<file path="config.mk">
export PLATFORM = sky130hd
export DESIGN_NAME = fsmc_top
export DESIGN_NICKNAME = d
export VERILOG_FILES = /design/src/rtl/fsmc_pkg.sv /design/src/rtl/fsmc_top.sv /design/src/rtl/fsmc_sync.sv /design/src/rtl/fsmc_cycle.sv
export SDC_FILE = /design/constraint.sdc
export NUM_CORES = 1
export LEC_CHECK = 0
export BUFFER_PORTS_ARGS = -buffer_cell sky130_fd_sc_hd__buf_2
export CAP_MARGIN = 20
export CORE_ASPECT_RATIO = 1.75
export CORE_UTILIZATION = 60
export CTS_BUF_LIST = sky130_fd_sc_hd__clkbuf_4
export CTS_CLUSTER_DIAMETER = 200
export DETAILED_ROUTE_END_ITERATION = 8
export MAX_ROUTING_LAYER = met4
export PLACE_DENSITY = 0.79
export SYNTH_ARGS = -nofsm -noshare
export SYNTH_HDL_FRONTEND = slang
export SYNTH_SLANG_ARGS = --single-unit
</file>
<file path="constraint.sdc">
create_clock -name clk_i -period 6.83 [get_ports clk_i]
set_input_delay 1.366 -clock clk_i [delete_from_list [all_inputs] [get_ports clk_i]]
set_output_delay 1.366 -clock clk_i [all_outputs]
set_load 0.02 [all_outputs]
</file>
<file path="src/rtl/fsmc_pkg.sv">
// Shared constants, states, modes and pin bundles of the flyback start-up and mode control
package fsmc_pkg;

    localparam int CLK_HZ     = 40_000_000;
    localparam int FSW_MAX_HZ = 89_000;
    localparam int DEEP_HZ    = 25_000;
    localparam int NO_LOAD_HZ = 1_800;

    // Least period rounds up so the top frequency is never exceeded
    localparam logic [15:0] PWM_PERIOD        = 16'((CLK_HZ + FSW_MAX_HZ - 1) / FSW_MAX_HZ);
    localparam logic [15:0] DEEP_WIDTH_PERIOD = 16'(CLK_HZ / DEEP_HZ);
    localparam int          NO_LOAD_PERIOD_CYC = CLK_HZ / NO_LOAD_HZ;

    // Supply levels resolved by the external comparators feeding the pin bundle
    localparam int SUPPLY_START_MV   = 13_700;
    localparam int SUPPLY_LOCKOUT_MV = 5_500;

    // Feedback code is normalised to a 5 V nominal output, so other outputs scale for free
    localparam int FB_LSB_MV = 25;
    localparam int FB_NOM_MV = 5_000;
    localparam logic [7:0] FB_TARGET  = 8'(FB_NOM_MV / FB_LSB_MV);
    localparam logic [7:0] CUR_SD_HI  = 8'(3_000 / FB_LSB_MV);
    localparam logic [7:0] CUR_SD_LO  = 8'(750 / FB_LSB_MV);
    localparam logic [7:0] CUR_MARGIN = 8'h10;

    localparam logic [15:0] MAX_ON       = 16'h00ff;
    localparam logic [15:0] MIN_ON       = 16'h0004;
    localparam logic [15:0] SS_START     = 16'h0008;
    localparam logic [15:0] SS_STEP      = 16'h0008;
    localparam logic [15:0] ON_FREQ      = 16'h0060;
    localparam logic [15:0] ON_DEEP_FREQ = 16'h0030;
    localparam logic [15:0] SAMPLE_DLY   = 16'h0010;

    localparam logic [7:0] DEMAND_MAX    = 8'hff;
    localparam logic [7:0] TH_FREQ       = 8'h80;
    localparam logic [7:0] TH_DEEP_WIDTH = 8'h40;
    localparam logic [7:0] TH_DEEP_FREQ  = 8'h20;
    localparam logic [7:0] TH_NO_LOAD    = 8'h08;
    localparam logic [7:0] HYS           = 8'h06;
    localparam int         FREQ_SH       = 4;
    localparam int         DEEP_FREQ_SH  = 9;

    typedef enum logic [5:0] {
        ST_OFF  = 6'h01,
        ST_OTP  = 6'h02,
        ST_CFG  = 6'h04,
        ST_SOFT = 6'h08,
        ST_RUN  = 6'h10,
        ST_SHUT = 6'h20
    } fsmc_state_t;

    typedef enum logic [5:0] {
        MODE_WIDTH            = 6'h01,
        MODE_FREQ             = 6'h02,
        MODE_DEEP_WIDTH       = 6'h04,
        MODE_DEEP_FREQ        = 6'h08,
        MODE_NO_LOAD_WIDTH    = 6'h10,
        MODE_CONSTANT_CURRENT = 6'h20
    } fsmc_mode_t;

    typedef struct packed {
        logic at_supply_start_threshold;
        logic below_supply_lockout_threshold;
        logic otp_done;
        logic otp_fault;
        logic cable_drop_comp_done;
        logic ipk_trip;
        logic aux_present;
        logic demag;
    } fsmc_pins_t;

    typedef struct packed {
        logic       no_current_mode;
        logic       cur_sd_low;
        logic [4:0] cable_drop_comp;
    } fsmc_opt_t;

endpackage

</file>
<file path="src/rtl/fsmc_top.sv">
// Start-up sequencing, soft-start and load-mode control of a primary-side flyback controller
`timescale 1ns/1ps
// How it works
// RULE1: Before start, enable stays low and the start-device control follows the supply.
// RULE2: Past the start threshold enable rises, temperature check, cable config, then soft-start.
// RULE3: Start at the 13.7 V start level, stop below the 5.5 V lockout level.
// RULE4: Soft-start begins with narrow gate pulses and widens them each cycle to full.
// RULE5: Every gate pulse ends as soon as the peak current comparator trips.
// RULE6: Supply below lockout at any time shuts down and drops enable.
// RULE7: The start-device control goes low in the cycle soft-start begins.
// RULE8: Each switching cycle samples the auxiliary winding into the feedback level.
// RULE9: After soft-start, normal load regulates voltage by trimming on-time and off-time.
// RULE10: No voltage on the auxiliary sense input means a broken winding: shut down.
// RULE11: Overload enters constant-current mode, fixed current, never continuous conduction.
// RULE12: Constant-current mode stops on supply lockout or output below the shutdown level.
// RULE13: Current-mode shutdown level is 3 V or 0.75 V plus cable compensation.
// RULE14: With the no-current-mode option, entering current mode shuts down instead.
// RULE15: Heavy load uses fixed frequency width modulation, then frequency modulation.
// RULE16: Frequency mode fixes on-time and lengthens off-time as load falls.
// RULE17: Near the audio band switch to deep width mode at about 25 kHz.
// RULE18: Lighter load moves to deep frequency mode with very low frequency.
// RULE19: Near no load a third width mode fixes switching near 1.8 kHz.
// RULE20: Mode boundaries carry hysteresis on the load measure to prevent toggling.
module fsmc_top #(
    parameter int NO_LOAD_PERIOD = fsmc_pkg::NO_LOAD_PERIOD_CYC
) (
    input  wire logic                 clk_i,
    input  wire logic                 rst_n_i,
    input  wire fsmc_pkg::fsmc_pins_t pins_i,
    input  wire logic [7:0]           aux_code_i,
    input  wire fsmc_pkg::fsmc_opt_t  opt_i,
    output logic                      gate_o,
    output logic                      enable_o,
    output logic                      start_device_ctrl_o,
    output logic                      fault_o,
    output fsmc_pkg::fsmc_mode_t      mode_o
);
    import fsmc_pkg::*;

    localparam logic [15:0] NO_LOAD_PER = 16'(NO_LOAD_PERIOD);
    logic [$bits(fsmc_pins_t)-1:0] pins_raw;
    fsmc_pins_t                    pins_s;
    fsmc_state_t                   state_ff;
    fsmc_state_t                   nxt_state;
    fsmc_mode_t                    mode_ff;
    fsmc_mode_t                    nxt_mode;
    logic [7:0]                    demand_ff;
    logic [7:0]                    nxt_demand;
    logic [15:0]                   ss_on_ff;
    logic [15:0]                   nxt_ss_on;
    logic [7:0]                    fb_ff;
    logic [7:0]                    nxt_fb;
    logic                          fault_ff;
    logic                          nxt_fault;
    logic [7:0]                    fb_new;
    logic [7:0]                    cur_sd;
    logic [15:0]                   on_w;
    logic [15:0]                   per_w;
    logic                          run_w;
    logic                          gate_w;
    logic                          cyc_w;
    logic                          smp_w;

    function automatic logic [7:0] shortfall(input logic [7:0] th, input logic [7:0] d);
        return (d < th) ? th - d : 8'h00;
    endfunction
    function automatic logic [15:0] floor_on(input logic [15:0] x);
        return (x < MIN_ON) ? MIN_ON : x;
    endfunction
    // Down at a threshold, back up only past threshold plus margin
    function automatic fsmc_mode_t step_mode(input fsmc_mode_t m, input logic [7:0] d);
        fsmc_mode_t r;
        r = m;
        unique case (m)
            MODE_WIDTH: begin
                if (d < TH_FREQ) r = MODE_FREQ;
            end
            MODE_FREQ: begin
                if (d >= TH_FREQ + HYS) r = MODE_WIDTH;
                else if (d < TH_DEEP_WIDTH) r = MODE_DEEP_WIDTH;
            end
            MODE_DEEP_WIDTH: begin
                if (d >= TH_DEEP_WIDTH + HYS) r = MODE_FREQ;
                else if (d < TH_DEEP_FREQ) r = MODE_DEEP_FREQ;
            end
            MODE_DEEP_FREQ: begin
                if (d >= TH_DEEP_FREQ + HYS) r = MODE_DEEP_WIDTH;
                else if (d < TH_NO_LOAD) r = MODE_NO_LOAD_WIDTH;
            end
            MODE_NO_LOAD_WIDTH: begin
                if (d >= TH_NO_LOAD + HYS) r = MODE_DEEP_FREQ;
            end
            MODE_CONSTANT_CURRENT: begin
                r = m;
            end
            default: begin
                r = MODE_WIDTH;
            end
        endcase
        return r;
    endfunction

    fsmc_sync #(
        .W($bits(fsmc_pins_t))
    ) u_sync (
        .clk_i   (clk_i),
        .rst_n_i (rst_n_i),
        .d_i     (pins_i),
        .q_o     (pins_raw)
    );
    assign pins_s = fsmc_pins_t'(pins_raw);
    fsmc_cycle u_cycle (
        .clk_i       (clk_i),
        .rst_n_i     (rst_n_i),
        .run_i       (run_w),
        .on_cycles_i (on_w),
        .period_i    (per_w),
        .ipk_trip_i  (pins_s.ipk_trip), // RULE5
        .demag_i     (pins_s.demag),
        .gate_o      (gate_w),
        .cycle_o     (cyc_w),
        .sample_o    (smp_w)
    );
    assign run_w  = (state_ff == ST_SOFT) || (state_ff == ST_RUN);
    assign fb_new = smp_w ? aux_code_i : fb_ff; // RULE8
    // Feedback is normalised, so the level applies to any output voltage
    assign cur_sd = (opt_i.cur_sd_low ? CUR_SD_LO : CUR_SD_HI)
                  + {3'b000, opt_i.cable_drop_comp}; // RULE13

    // Pulse shape per mode
    always_comb begin
        on_w  = MAX_ON;
        per_w = PWM_PERIOD;
        if (state_ff == ST_SOFT) begin
            on_w = ss_on_ff; // RULE4
        end else begin
            unique case (mode_ff)
                MODE_WIDTH: begin
                    on_w = floor_on({8'h00, demand_ff}); // RULE15
                end
                MODE_FREQ: begin
                    on_w  = ON_FREQ; // RULE16
                    per_w = PWM_PERIOD + ({8'h00, shortfall(TH_FREQ, demand_ff)} << FREQ_SH);
                end
                MODE_DEEP_WIDTH: begin
                    on_w  = floor_on({8'h00, demand_ff}); // RULE17
                    per_w = DEEP_WIDTH_PERIOD;
                end
                MODE_DEEP_FREQ: begin
                    on_w  = ON_DEEP_FREQ; // RULE18
                    per_w = DEEP_WIDTH_PERIOD
                          + ({8'h00, shortfall(TH_DEEP_FREQ, demand_ff)} << DEEP_FREQ_SH);
                end
                MODE_NO_LOAD_WIDTH: begin
                    on_w  = floor_on({8'h00, demand_ff}); // RULE19
                    per_w = NO_LOAD_PER;
                end
                MODE_CONSTANT_CURRENT: begin
                    // Peak comparator and valley wait set the current
                    on_w  = MAX_ON; // RULE11
                    per_w = PWM_PERIOD;
                end
                default: begin
                    on_w = MIN_ON;
                end
            endcase
        end
    end

    // Sequencer and regulation
    always_comb begin
        nxt_state  = state_ff;
        nxt_mode   = mode_ff;
        nxt_demand = demand_ff;
        nxt_ss_on  = ss_on_ff;
        nxt_fault  = fault_ff;
        nxt_fb     = fb_new; // RULE8
        unique case (state_ff)
            ST_OFF: begin
                nxt_fault  = 1'b0;
                nxt_ss_on  = SS_START;
                nxt_demand = 8'h00;
                nxt_mode   = MODE_WIDTH;
                if (pins_s.at_supply_start_threshold
                    && !pins_s.below_supply_lockout_threshold) begin
                    nxt_state = ST_OTP; // RULE2 RULE3
                end
            end
            ST_OTP: begin
                if (pins_s.otp_fault) begin
                    nxt_state = ST_SHUT;
                    nxt_fault = 1'b1;
                end else if (pins_s.otp_done) begin
                    nxt_state = ST_CFG; // RULE2
                end
            end
            ST_CFG: begin
                if (pins_s.cable_drop_comp_done) begin
                    nxt_state = ST_SOFT; // RULE2 RULE7
                end
            end
            ST_SOFT: begin
                if (smp_w && !pins_s.aux_present) begin
                    nxt_state = ST_SHUT; // RULE10
                    nxt_fault = 1'b1;
                end else if (cyc_w) begin
                    if (ss_on_ff >= MAX_ON) begin
                        nxt_state  = ST_RUN;
                        nxt_demand = MAX_ON[7:0];
                    end else if (ss_on_ff + SS_STEP > MAX_ON) begin
                        nxt_ss_on = MAX_ON; // RULE4
                    end else begin
                        nxt_ss_on = ss_on_ff + SS_STEP; // RULE4
                    end
                end
            end
            ST_RUN: begin
                if (smp_w) begin
                    if (!pins_s.aux_present) begin
                        nxt_state = ST_SHUT; // RULE10
                        nxt_fault = 1'b1;
                    end else if (mode_ff == MODE_CONSTANT_CURRENT) begin
                        if (fb_new < cur_sd) begin
                            nxt_state = ST_SHUT; // RULE12
                            nxt_fault = 1'b1;
                        end else if (fb_new >= FB_TARGET) begin
                            nxt_mode = MODE_WIDTH; // RULE11
                        end
                    end else if (demand_ff == DEMAND_MAX
                                 && fb_new < FB_TARGET - CUR_MARGIN) begin
                        if (opt_i.no_current_mode) begin
                            nxt_state = ST_SHUT; // RULE14
                            nxt_fault = 1'b1;
                        end else begin
                            nxt_mode = MODE_CONSTANT_CURRENT; // RULE11
                        end
                    end else begin
                        // Demand is the load measure; one step per sampled cycle
                        if (fb_new < FB_TARGET && demand_ff != DEMAND_MAX) begin
                            nxt_demand = demand_ff + 8'h01; // RULE9
                        end else if (fb_new > FB_TARGET && demand_ff != 8'h00) begin
                            nxt_demand = demand_ff - 8'h01; // RULE9
                        end
                        nxt_mode = step_mode(mode_ff, demand_ff); // RULE20
                    end
                end
            end
            ST_SHUT: begin
                // Stays biased so the supply drains down to lockout
                nxt_state = ST_SHUT;
            end
            default: begin
                nxt_state = ST_OFF;
            end
        endcase
        if (pins_s.below_supply_lockout_threshold) begin
            nxt_state = ST_OFF; // RULE6 RULE3 RULE12
        end
    end

    always_ff @(posedge clk_i) begin
        if (!rst_n_i) begin
            state_ff  <= ST_OFF;
            mode_ff   <= MODE_WIDTH;
            demand_ff <= 8'h00;
            ss_on_ff  <= SS_START;
            fb_ff     <= 8'h00;
            fault_ff  <= 1'b0;
        end else begin
            state_ff  <= nxt_state;
            mode_ff   <= nxt_mode;
            demand_ff <= nxt_demand;
            ss_on_ff  <= nxt_ss_on;
            fb_ff     <= nxt_fb;
            fault_ff  <= nxt_fault;
        end
    end

    assign gate_o              = gate_w && run_w;
    assign enable_o            = (state_ff != ST_OFF); // RULE2 RULE6
    assign start_device_ctrl_o = (state_ff == ST_OFF) || (state_ff == ST_OTP)
                               || (state_ff == ST_CFG); // RULE1 RULE7
    assign fault_o             = fault_ff;
    assign mode_o              = mode_ff;
endmodule

</file>
<file path="src/rtl/fsmc_sync.sv">
// Two-flop synchroniser for the comparator and sequencing pins
`timescale 1ns/1ps
module fsmc_sync #(
    parameter int W = 1
) (
    input  wire logic         clk_i,
    input  wire logic         rst_n_i,
    input  wire logic [W-1:0] d_i,
    output logic      [W-1:0] q_o
);
    logic [W-1:0] meta_ff;
    logic [W-1:0] sync_ff;

    always_ff @(posedge clk_i) begin
        if (!rst_n_i) begin
            meta_ff <= {W{1'b0}};
            sync_ff <= {W{1'b0}};
        end else begin
            meta_ff <= d_i;
            sync_ff <= meta_ff;
        end
    end

    assign q_o = sync_ff;
endmodule

</file>
<file path="src/rtl/fsmc_cycle.sv">
// Switching cycle timer: gate pulse, peak cut-off, valley wait and feedback sample strobe
`timescale 1ns/1ps
module fsmc_cycle (
    input  wire logic        clk_i,
    input  wire logic        rst_n_i,
    input  wire logic        run_i,
    input  wire logic [15:0] on_cycles_i,
    input  wire logic [15:0] period_i,
    input  wire logic        ipk_trip_i,
    input  wire logic        demag_i,
    output logic             gate_o,
    output logic             cycle_o,
    output logic             sample_o
);
    import fsmc_pkg::*;

    logic [15:0] cnt_ff;
    logic [15:0] nxt_cnt;
    logic [15:0] off_at_ff;
    logic [15:0] nxt_off_at;
    logic        gate_ff;
    logic        nxt_gate;
    logic        dm_ff;
    logic        nxt_dm;
    logic        dmp_ff;
    logic        nxt_dmp;
    logic [15:0] on_ff;
    logic [15:0] nxt_on;
    logic        cyc_ff;
    logic        nxt_cyc;
    logic        smp_ff;
    logic        nxt_smp;
    logic        restart;

    always_comb begin
        nxt_cnt    = (cnt_ff == 16'hffff) ? cnt_ff : cnt_ff + 16'h0001;
        nxt_gate   = gate_ff;
        nxt_off_at = off_at_ff;
        nxt_on     = on_ff;
        nxt_dmp    = demag_i;
        nxt_cyc    = 1'b0;
        nxt_smp    = 1'b0;
        // No new pulse before the winding has let go: keeps conduction discontinuous
        restart    = run_i && !gate_ff && dm_ff && (cnt_ff >= period_i - 16'h0001); // RULE11
        // A knee rising as the flag is consumed still counts; a standing level does not
        nxt_dm     = (dm_ff && !restart) || (demag_i && !dmp_ff && !gate_ff);
        if (!run_i) begin
            nxt_cnt  = 16'hffff;
            nxt_gate = 1'b0;
            nxt_dm   = 1'b1;
        end else if (gate_ff) begin
            if (ipk_trip_i || nxt_cnt >= on_ff) begin // RULE5
                nxt_gate   = 1'b0;
                nxt_off_at = cnt_ff;
            end
        end else if (restart) begin
            nxt_cnt  = 16'h0000;
            nxt_gate = 1'b1;
            nxt_cyc  = 1'b1;
            // Held for the whole pulse, so a soft-start step lands on the next one
            nxt_on   = on_cycles_i;
        end else if (cnt_ff == off_at_ff + SAMPLE_DLY) begin
            nxt_smp = 1'b1;
        end
    end

    always_ff @(posedge clk_i) begin
        if (!rst_n_i) begin
            cnt_ff    <= 16'hffff;
            off_at_ff <= 16'h0000;
            gate_ff   <= 1'b0;
            dm_ff     <= 1'b1;
            dmp_ff    <= 1'b1;
            on_ff     <= 16'h0000;
            cyc_ff    <= 1'b0;
            smp_ff    <= 1'b0;
        end else begin
            cnt_ff    <= nxt_cnt;
            off_at_ff <= nxt_off_at;
            gate_ff   <= nxt_gate;
            dm_ff     <= nxt_dm;
            dmp_ff    <= nxt_dmp;
            on_ff     <= nxt_on;
            cyc_ff    <= nxt_cyc;
            smp_ff    <= nxt_smp;
        end
    end

    assign gate_o   = gate_ff;
    assign cycle_o  = cyc_ff;
    assign sample_o = smp_ff;
endmodule

</file>
After elaboration in Yosys (flattened, before gate mapping):

Index checks and enable logic that the tools add are counted.

* output and inout bits: 10
* bits of input ports: 25
* word-level logic and storage cells: 202
* register bits: 114

* bitwise operators: 3
* multiplexer cells: 71
* reduce and logical (&&, ||, !) cells: 39
* order comparisons: 18
* $add $sub $neg: 11
* equality and inequality tests: 44

Operator list (count)
* two-way mux 6 bit: 28
* two-way mux 16 bit: 9
* two-way mux 8 bit: 12
* one-hot mux 16 bit (4 select lines): 1
* one-hot mux 6 bit (6 select lines): 1
* >= comparator 16 bit: 2
* one-hot mux 16 bit (2 select lines): 1
* one-hot mux 8 bit (4 select lines): 1
* one-hot mux 6 bit (5 select lines): 1
* < comparator 8 bit (second input constant): 3
* one-hot mux 8 bit (3 select lines): 1
* inequality test 6 bit (second input constant): 3
* AND reduction 9 bit: 2
* adder 11 x 16 -> 16 bit (first input constant): 1
* adder 16 x 1 -> 16 bit (second input constant): 1
* adder 16 x 4 -> 16 bit (second input constant): 1
* adder 16 x 5 -> 16 bit (second input constant): 1
* == test 16 bit: 1
* == test 16 bit (second input constant): 1
* >= comparator 16 x 8 -> 1 bit (second input constant): 1
* >= comparator 8 bit (second input constant): 2
* > comparator 16 x 8 -> 1 bit (second input constant): 1
* inequality test 4 bit (second input constant): 4
* subtractor 16 x 1 -> 16 bit (second input constant): 1
* other kinds (50): 106

Depth between registers and ports, before layout:

* depth in word-level cells: 11
* mapped depth: 23
* mapped depth without buffers: 20

By module:

A second synthesis with hierarchy kept.

* cell total of the unflattened synthesis: 975
* area total of the unflattened synthesis: 8105.3 µm²

Modules (own cells, without submodules)
* fsmc_top: seq. area each 860.8 µm², area each 3930.0 µm², cells each 508, times used 1
* fsmc_cycle: seq. area each 1061.0 µm², area each 3728.6 µm², cells each 434, times used 1
* fsmc_sync: seq. area each 320.3 µm², area each 446.7 µm², cells each 33, times used 1

Worst setup path after synthesis:

No wires, ideal clock.

* path type: input -> register
* start point: in opt_i[1] (netlist name)
* end point: reg fault_ff (netlist: fault_o)
* data required time: 6760 ps
* library setup time: 70 ps
* arrival: 4038 ps
* path buffers: 0
* stages on the path: 12
* setup slack: 2722 ps
* path through: ha_1 -> fa_1 -> nor3_1 -> or2_2 -> ha_1 -> and4_1 -> a221oi_1 -> o211ai_1 -> o221ai_1 -> a21oi_1 -> or4_1 -> a21oi_1

* cells in the longest elaborated chain, start to end: 4

RTL lines
* from (decl): RTL line fsmc_top.sv:31 `input wire fsmc_pkg::fsmc_opt_t opt_i,`
* adder 7 x 5 -> 8 bit: RTL line fsmc_top.sv:128 `+ {3'b000, opt_i.cable_drop_comp};`
* < comparator 8 bit: RTL line fsmc_top.sv:223 `if (fb_new < cur_sd) begin`
* inequality test 4 bit (no line)
* AND reduction 7 bit (no line)
* to (signal assigned): RTL line fsmc_top.sv:275 `fault_ff <= nxt_fault;`
* to (decl): RTL line fsmc_top.sv:53 `logic fault_ff;`

No other way between the ends.
A chain may end at the register's enable or synchronous reset.

Worst setup path in the final report:

* start point: reg state_ff[0]
* end point: reg u_cycle.gate_ff (netlist: u_cycle.gate_o)

* cells in the longest elaborated chain, start to end: 7
* elaborated cells on any way between the ends: 12
* classes of those cells: add/sub: 1; order compare: 1; eq/ne: 2; mux: 3; reduce/logical: 5

RTL lines
* from (decl): RTL line fsmc_top.sv:43 `fsmc_state_t state_ff;`
* from (signal assigned): RTL line fsmc_top.sv:270 `state_ff <= nxt_state;`
* == test 6 x 4 -> 1 bit / == test 6 x 5 -> 1 bit (equally long branches): RTL line fsmc_top.sv:124, fsmc_top.sv:134
* two-way mux 16 bit / logical OR 1 bit (equally long branches): RTL line fsmc_top.sv:134, fsmc_top.sv:124
* subtractor 16 x 1 -> 16 bit / logical AND 1 bit (equally long branches): RTL line fsmc_cycle.sv:44 `restart = run_i && !gate_ff && dm_ff && (cnt_ff >= period_i - 16'h0001);`
* >= comparator 16 bit / logical AND 1 bit (equally long branches): RTL line fsmc_cycle.sv:44
* logical AND 1 bit: RTL line fsmc_cycle.sv:44
* two-way mux 1 bit: RTL line fsmc_cycle.sv:56 `end else if (restart) begin`
* two-way mux 1 bit: RTL line fsmc_cycle.sv:51 `end else if (gate_ff) begin`
* to (signal assigned): RTL line fsmc_cycle.sv:80 `gate_ff <= nxt_gate;`
* to (decl): RTL line fsmc_cycle.sv:21 `logic gate_ff;`

Parallel ways exist; a longest one is shown, timed or not.

==> metrics.md <==
| Metric | Value |
|---|---|
| Num CTS Buffers | 9 |
| Worst EP required | 7250 ps |
| Max Slew Vio Count | 0 |
| Syn Area/Cell | 7.991 um2 |
| CTS Hold Buffers Added | 0 |
| Multi-input gate area | 4956 um2 |
| Placed Cells | 1101 |
| Clk sinks | 112 |
| Max cap viols | 0 |
| Reg-to-reg endpoint | u_cycle.gate_o |
| Core Util, Final | 0.6339 |
| Fin Setup TNS | 0 ps |
| Fill cells | 1169 |
| Yosys cell types | 85 |
| Setup bufs post-CTS | 0 |
| Post-synth top area share | 0.2938 |
| CP endpoint kind | register |
| Insertion delay to the later sink of the worst-skew pair | 490 ps |
| CP Class | reg -> reg |
| Nets | 1026 |
| Gr ovfl total | 0 |
| # port buffers | 34 |
| Power per cell area | 176.2 nW/um2 |
| CP max FO | 24 |
| Final WS setup | 1620 ps |
| Detailed Place HPWL | 13910 um |
| Die Area | 13190 um2 |
| Vias in the first global route | 6594 |
| Reg2Reg Depth | 18 |
| P_sw | 0.0004896 W |
| Worst hold stages | 1 |
| Die width | 87.25 um |
| First-pass GRT wire length | 30060 um |
| EDFF count, synth | 0 |
| M1 GR Usage | 0.2972 |
| TritonCTS clock tree | yes |
| Area delta synth->final | 3.263% |
| Share of total power in sequential cells | 0.510 |
| Fraction of the yosys area taken by sequential cells | 0.2938 |
| Worst slew margin | 0.3361 |
| Number of routed nets with antenna violations | 0 |
| Routability cong. | 0.9821 |
| Mapped Cells | 955 |
| Met2 GRT Util | 0.5199 |
| CTS root buffer | clkbuf_4 |
| Max VDD drop | 134.9 uV |
| Final std cells w/o fill | 1118 |
| Hold Startpoint | u_sync.meta_ff[5] |
| Tot GR Track Use | 0.2990 |
| TritonRoute pass-1 iters | 5 |
| Synth area leaders | dfxtp_1, ha_1, nand2_1 |
| Ys async rst share | 0 |
| Total Wirelength | 18080 um |
| Synthesized area | 7631 um2 |
| WL/cell | 16.17 um |
| Arr. time, crit path | 5630 ps |
| Final period util | 0.7628 |
| Most frequent cell after synthesis | nand2_1 |
| Internal power | 0.0008989 W |
| Element type at the critical path start | register |
| Final Hold Vio Count | 0 |
| Comb pwr share | 0.251 |
| Share of cells above drive strength 1 | 0.09168 |
| H-Tree Depth | 3 |
| Met3 Use GR | 0.04251 |
| Seq cells post-synth | 112 |
| DR iter-0 viols | 318 |
| # IOs | 35 |
| Hold Path End | u_sync.q_o[5] |
| Core ar. | 12430 um2 |
| Worst-Margin Slew | 995.8 ps |
| Worst-path clk slew | 190 ps |
| Clk pwr share | 0.238 |
| Die H | 151.2 um |
| Status | finished, final reports clean |
| Tmin final | 5210 ps |
| Initial core utilization | 0.6138 |
| Sequential cell area | 2242 um2 |
| Via/cell ratio | 6.106 |
| RSZ-0062 raised after global routing | no |
| R2r startpoint | state_ff[0] |
| Switching Share | 0.3526 |
| Hold Crit Class | reg -> reg |
| CTS resizes | 0 |
| CTS Buffer Depth | 2 |
| GRT busiest layer | met2 |
| FP Rows | 54 |
| Final Setup Violations | 0 |
| R2r setup slk | 1620 ps |
| Synth top cells by count | nand2_1, dfxtp_1, nor2_1 |
| Fmax | 0.1919 GHz |
| Syn_nets | 1037 |
| Remaining DRCs | 0 |
| Dpl ws | 1652 ps |
| Initial antenna violation count | 1 |
| Cell taking the most area after synthesis | dfxtp_1 |
| Leak pwr | 3.207 nW |
| Via count | 6827 |
| Syn. warnings | 0 |
| Largest net degree at the start of global routing | 55 |
| Power, Total | 0.001388 W |
| Top FF cell, synth | dfxtp_1 |
| Clock skew | 29.06 ps |
## logic make-up (layout without fill, tap and decap cells)
group / Yosys count / after routing / synth area share
adder cells (fa/ha/maj): 57 / 57 / 0.09543
buffers and inverters: 95 / 89 / 0.05722
flip-flops: 112 / 112 / 0.2938
AO/OA/AOI/OAI: 212 / 212 / 0.1840
AND/OR/NAND/NOR: 388 / 388 / 0.2574
other: 1 / 2 / 0.0004914
XOR/XNOR: 53 / 53 / 0.06083
multiplexers: 37 / 37 / 0.05083
## metrics by stage
| step | area (um2) | hold slack [ps] |
|---|---|---|
| 6_report | 7880 | 458.7 |
| 5_1_grt | 7880 | 472.5 |
| 4_1_cts | 7878 | 462.3 |
| 3_5_place_dp | 7740 | 419.3 |
| 3_3_place_gp | 7740 | 412.7 |
| 2_1_floorplan | 7631 | 411.9 |
## critical path, stage by stage, from the launching register on
cell and delay (ps):
dfxtp_1 460, or4b_4 590, or3_1 570, o211a_1 270
nand2_1 150, inv_1 60, ha_1 210, and4_1 180
nand2_1 120, a21oi_2 60, xor2_1 160, ha_1 300
a21o_1 160, a21o_1 180, a211oi_1 230, o22ai_1 140
a21oi_2 740, nor2_1 270, a31o_2 290
## worst max-delay path by stage
stage | startpoint | to | slack (ps) | cells past startpoint
CTS | state_ff[0] | u_cycle.gate_o | 1620 | 18
floorplan | opt_i[1] | fault_o | 2720 | 12
global route | state_ff[0] | u_cycle.gate_o | 1300 | 18
detailed placement | state_ff[4] | u_cycle.gate_o | 1650 | 18
global placement | state_ff[4] | u_cycle.gate_o | 1750 | 18
finish | state_ff[0] | u_cycle.gate_o | 1620 | 18
## state kept, by name, indices dropped and copies added, names as in the netlist
name               count
u_cycle.cnt_ff        16
u_cycle.off_at_ff     16
u_cycle.on_ff         16
ss_on_ff              14
demand_ff              8
fb_ff                  8
u_sync.meta_ff         8
u_sync.q_o             8
mode_o                 6
state_ff               6
fault_o                1
u_cycle.cycle_o        1
u_cycle.dm_ff          1
u_cycle.dmp_ff         1
u_cycle.gate_o         1
u_cycle.sample_o       1
## cell usage in the layout (no fill, tap or decap), drive strengths merged, types with 11 or more instances in the layout
cell type    n
nand3       31
a21oi       62
mux2        11
inv         37
xor2        31
a21o        25
nor3        24
and3        23
nand2b      11
xnor2       22
ha          55
nor4        12
o21ai       47
nand4       12
nor2        72
dfxtp      112
mux2i       26
buf         38
nand2      132
and2        27
## area by class of cell
| class | instances | share of cell area |
|---|---|---|
| tap | 168 | 0.02668 |
| clock buffer | 9 | 0.008574 |
| inverter | 35 | 0.01667 |
| multi-input combinational | 748 | 0.6289 |
| timing repair buffer | 38 | 0.02540 |
| clock inverter | 7 | 0.008892 |
| antenna | 1 | 0.0003176 |
| sequential | 112 | 0.2845 |
## metal layers
metal  vias up  routed length, um
li1       3364                  -
met1      3153               6906
met2       205               9246
met3       105                668
met4         0               1258
met5         -                  0
## power by group through the flow
stage | registers [W] | clock network (W) | logic [W]
3_5_place_dp | 0.000721 | 0 | 0.000342
4_1_cts | 0.000707 | 0.000338 | 0.000345
2_1_floorplan | 0.000693 | 0 | 0.000300
5_1_grt | 0.000713 | 0.000364 | 0.000387
6_report | 0.000709 | 0.000331 | 0.000349
3_3_place_gp | 0.000720 | 0 | 0.000341
(Power assumes the default switching activity.)
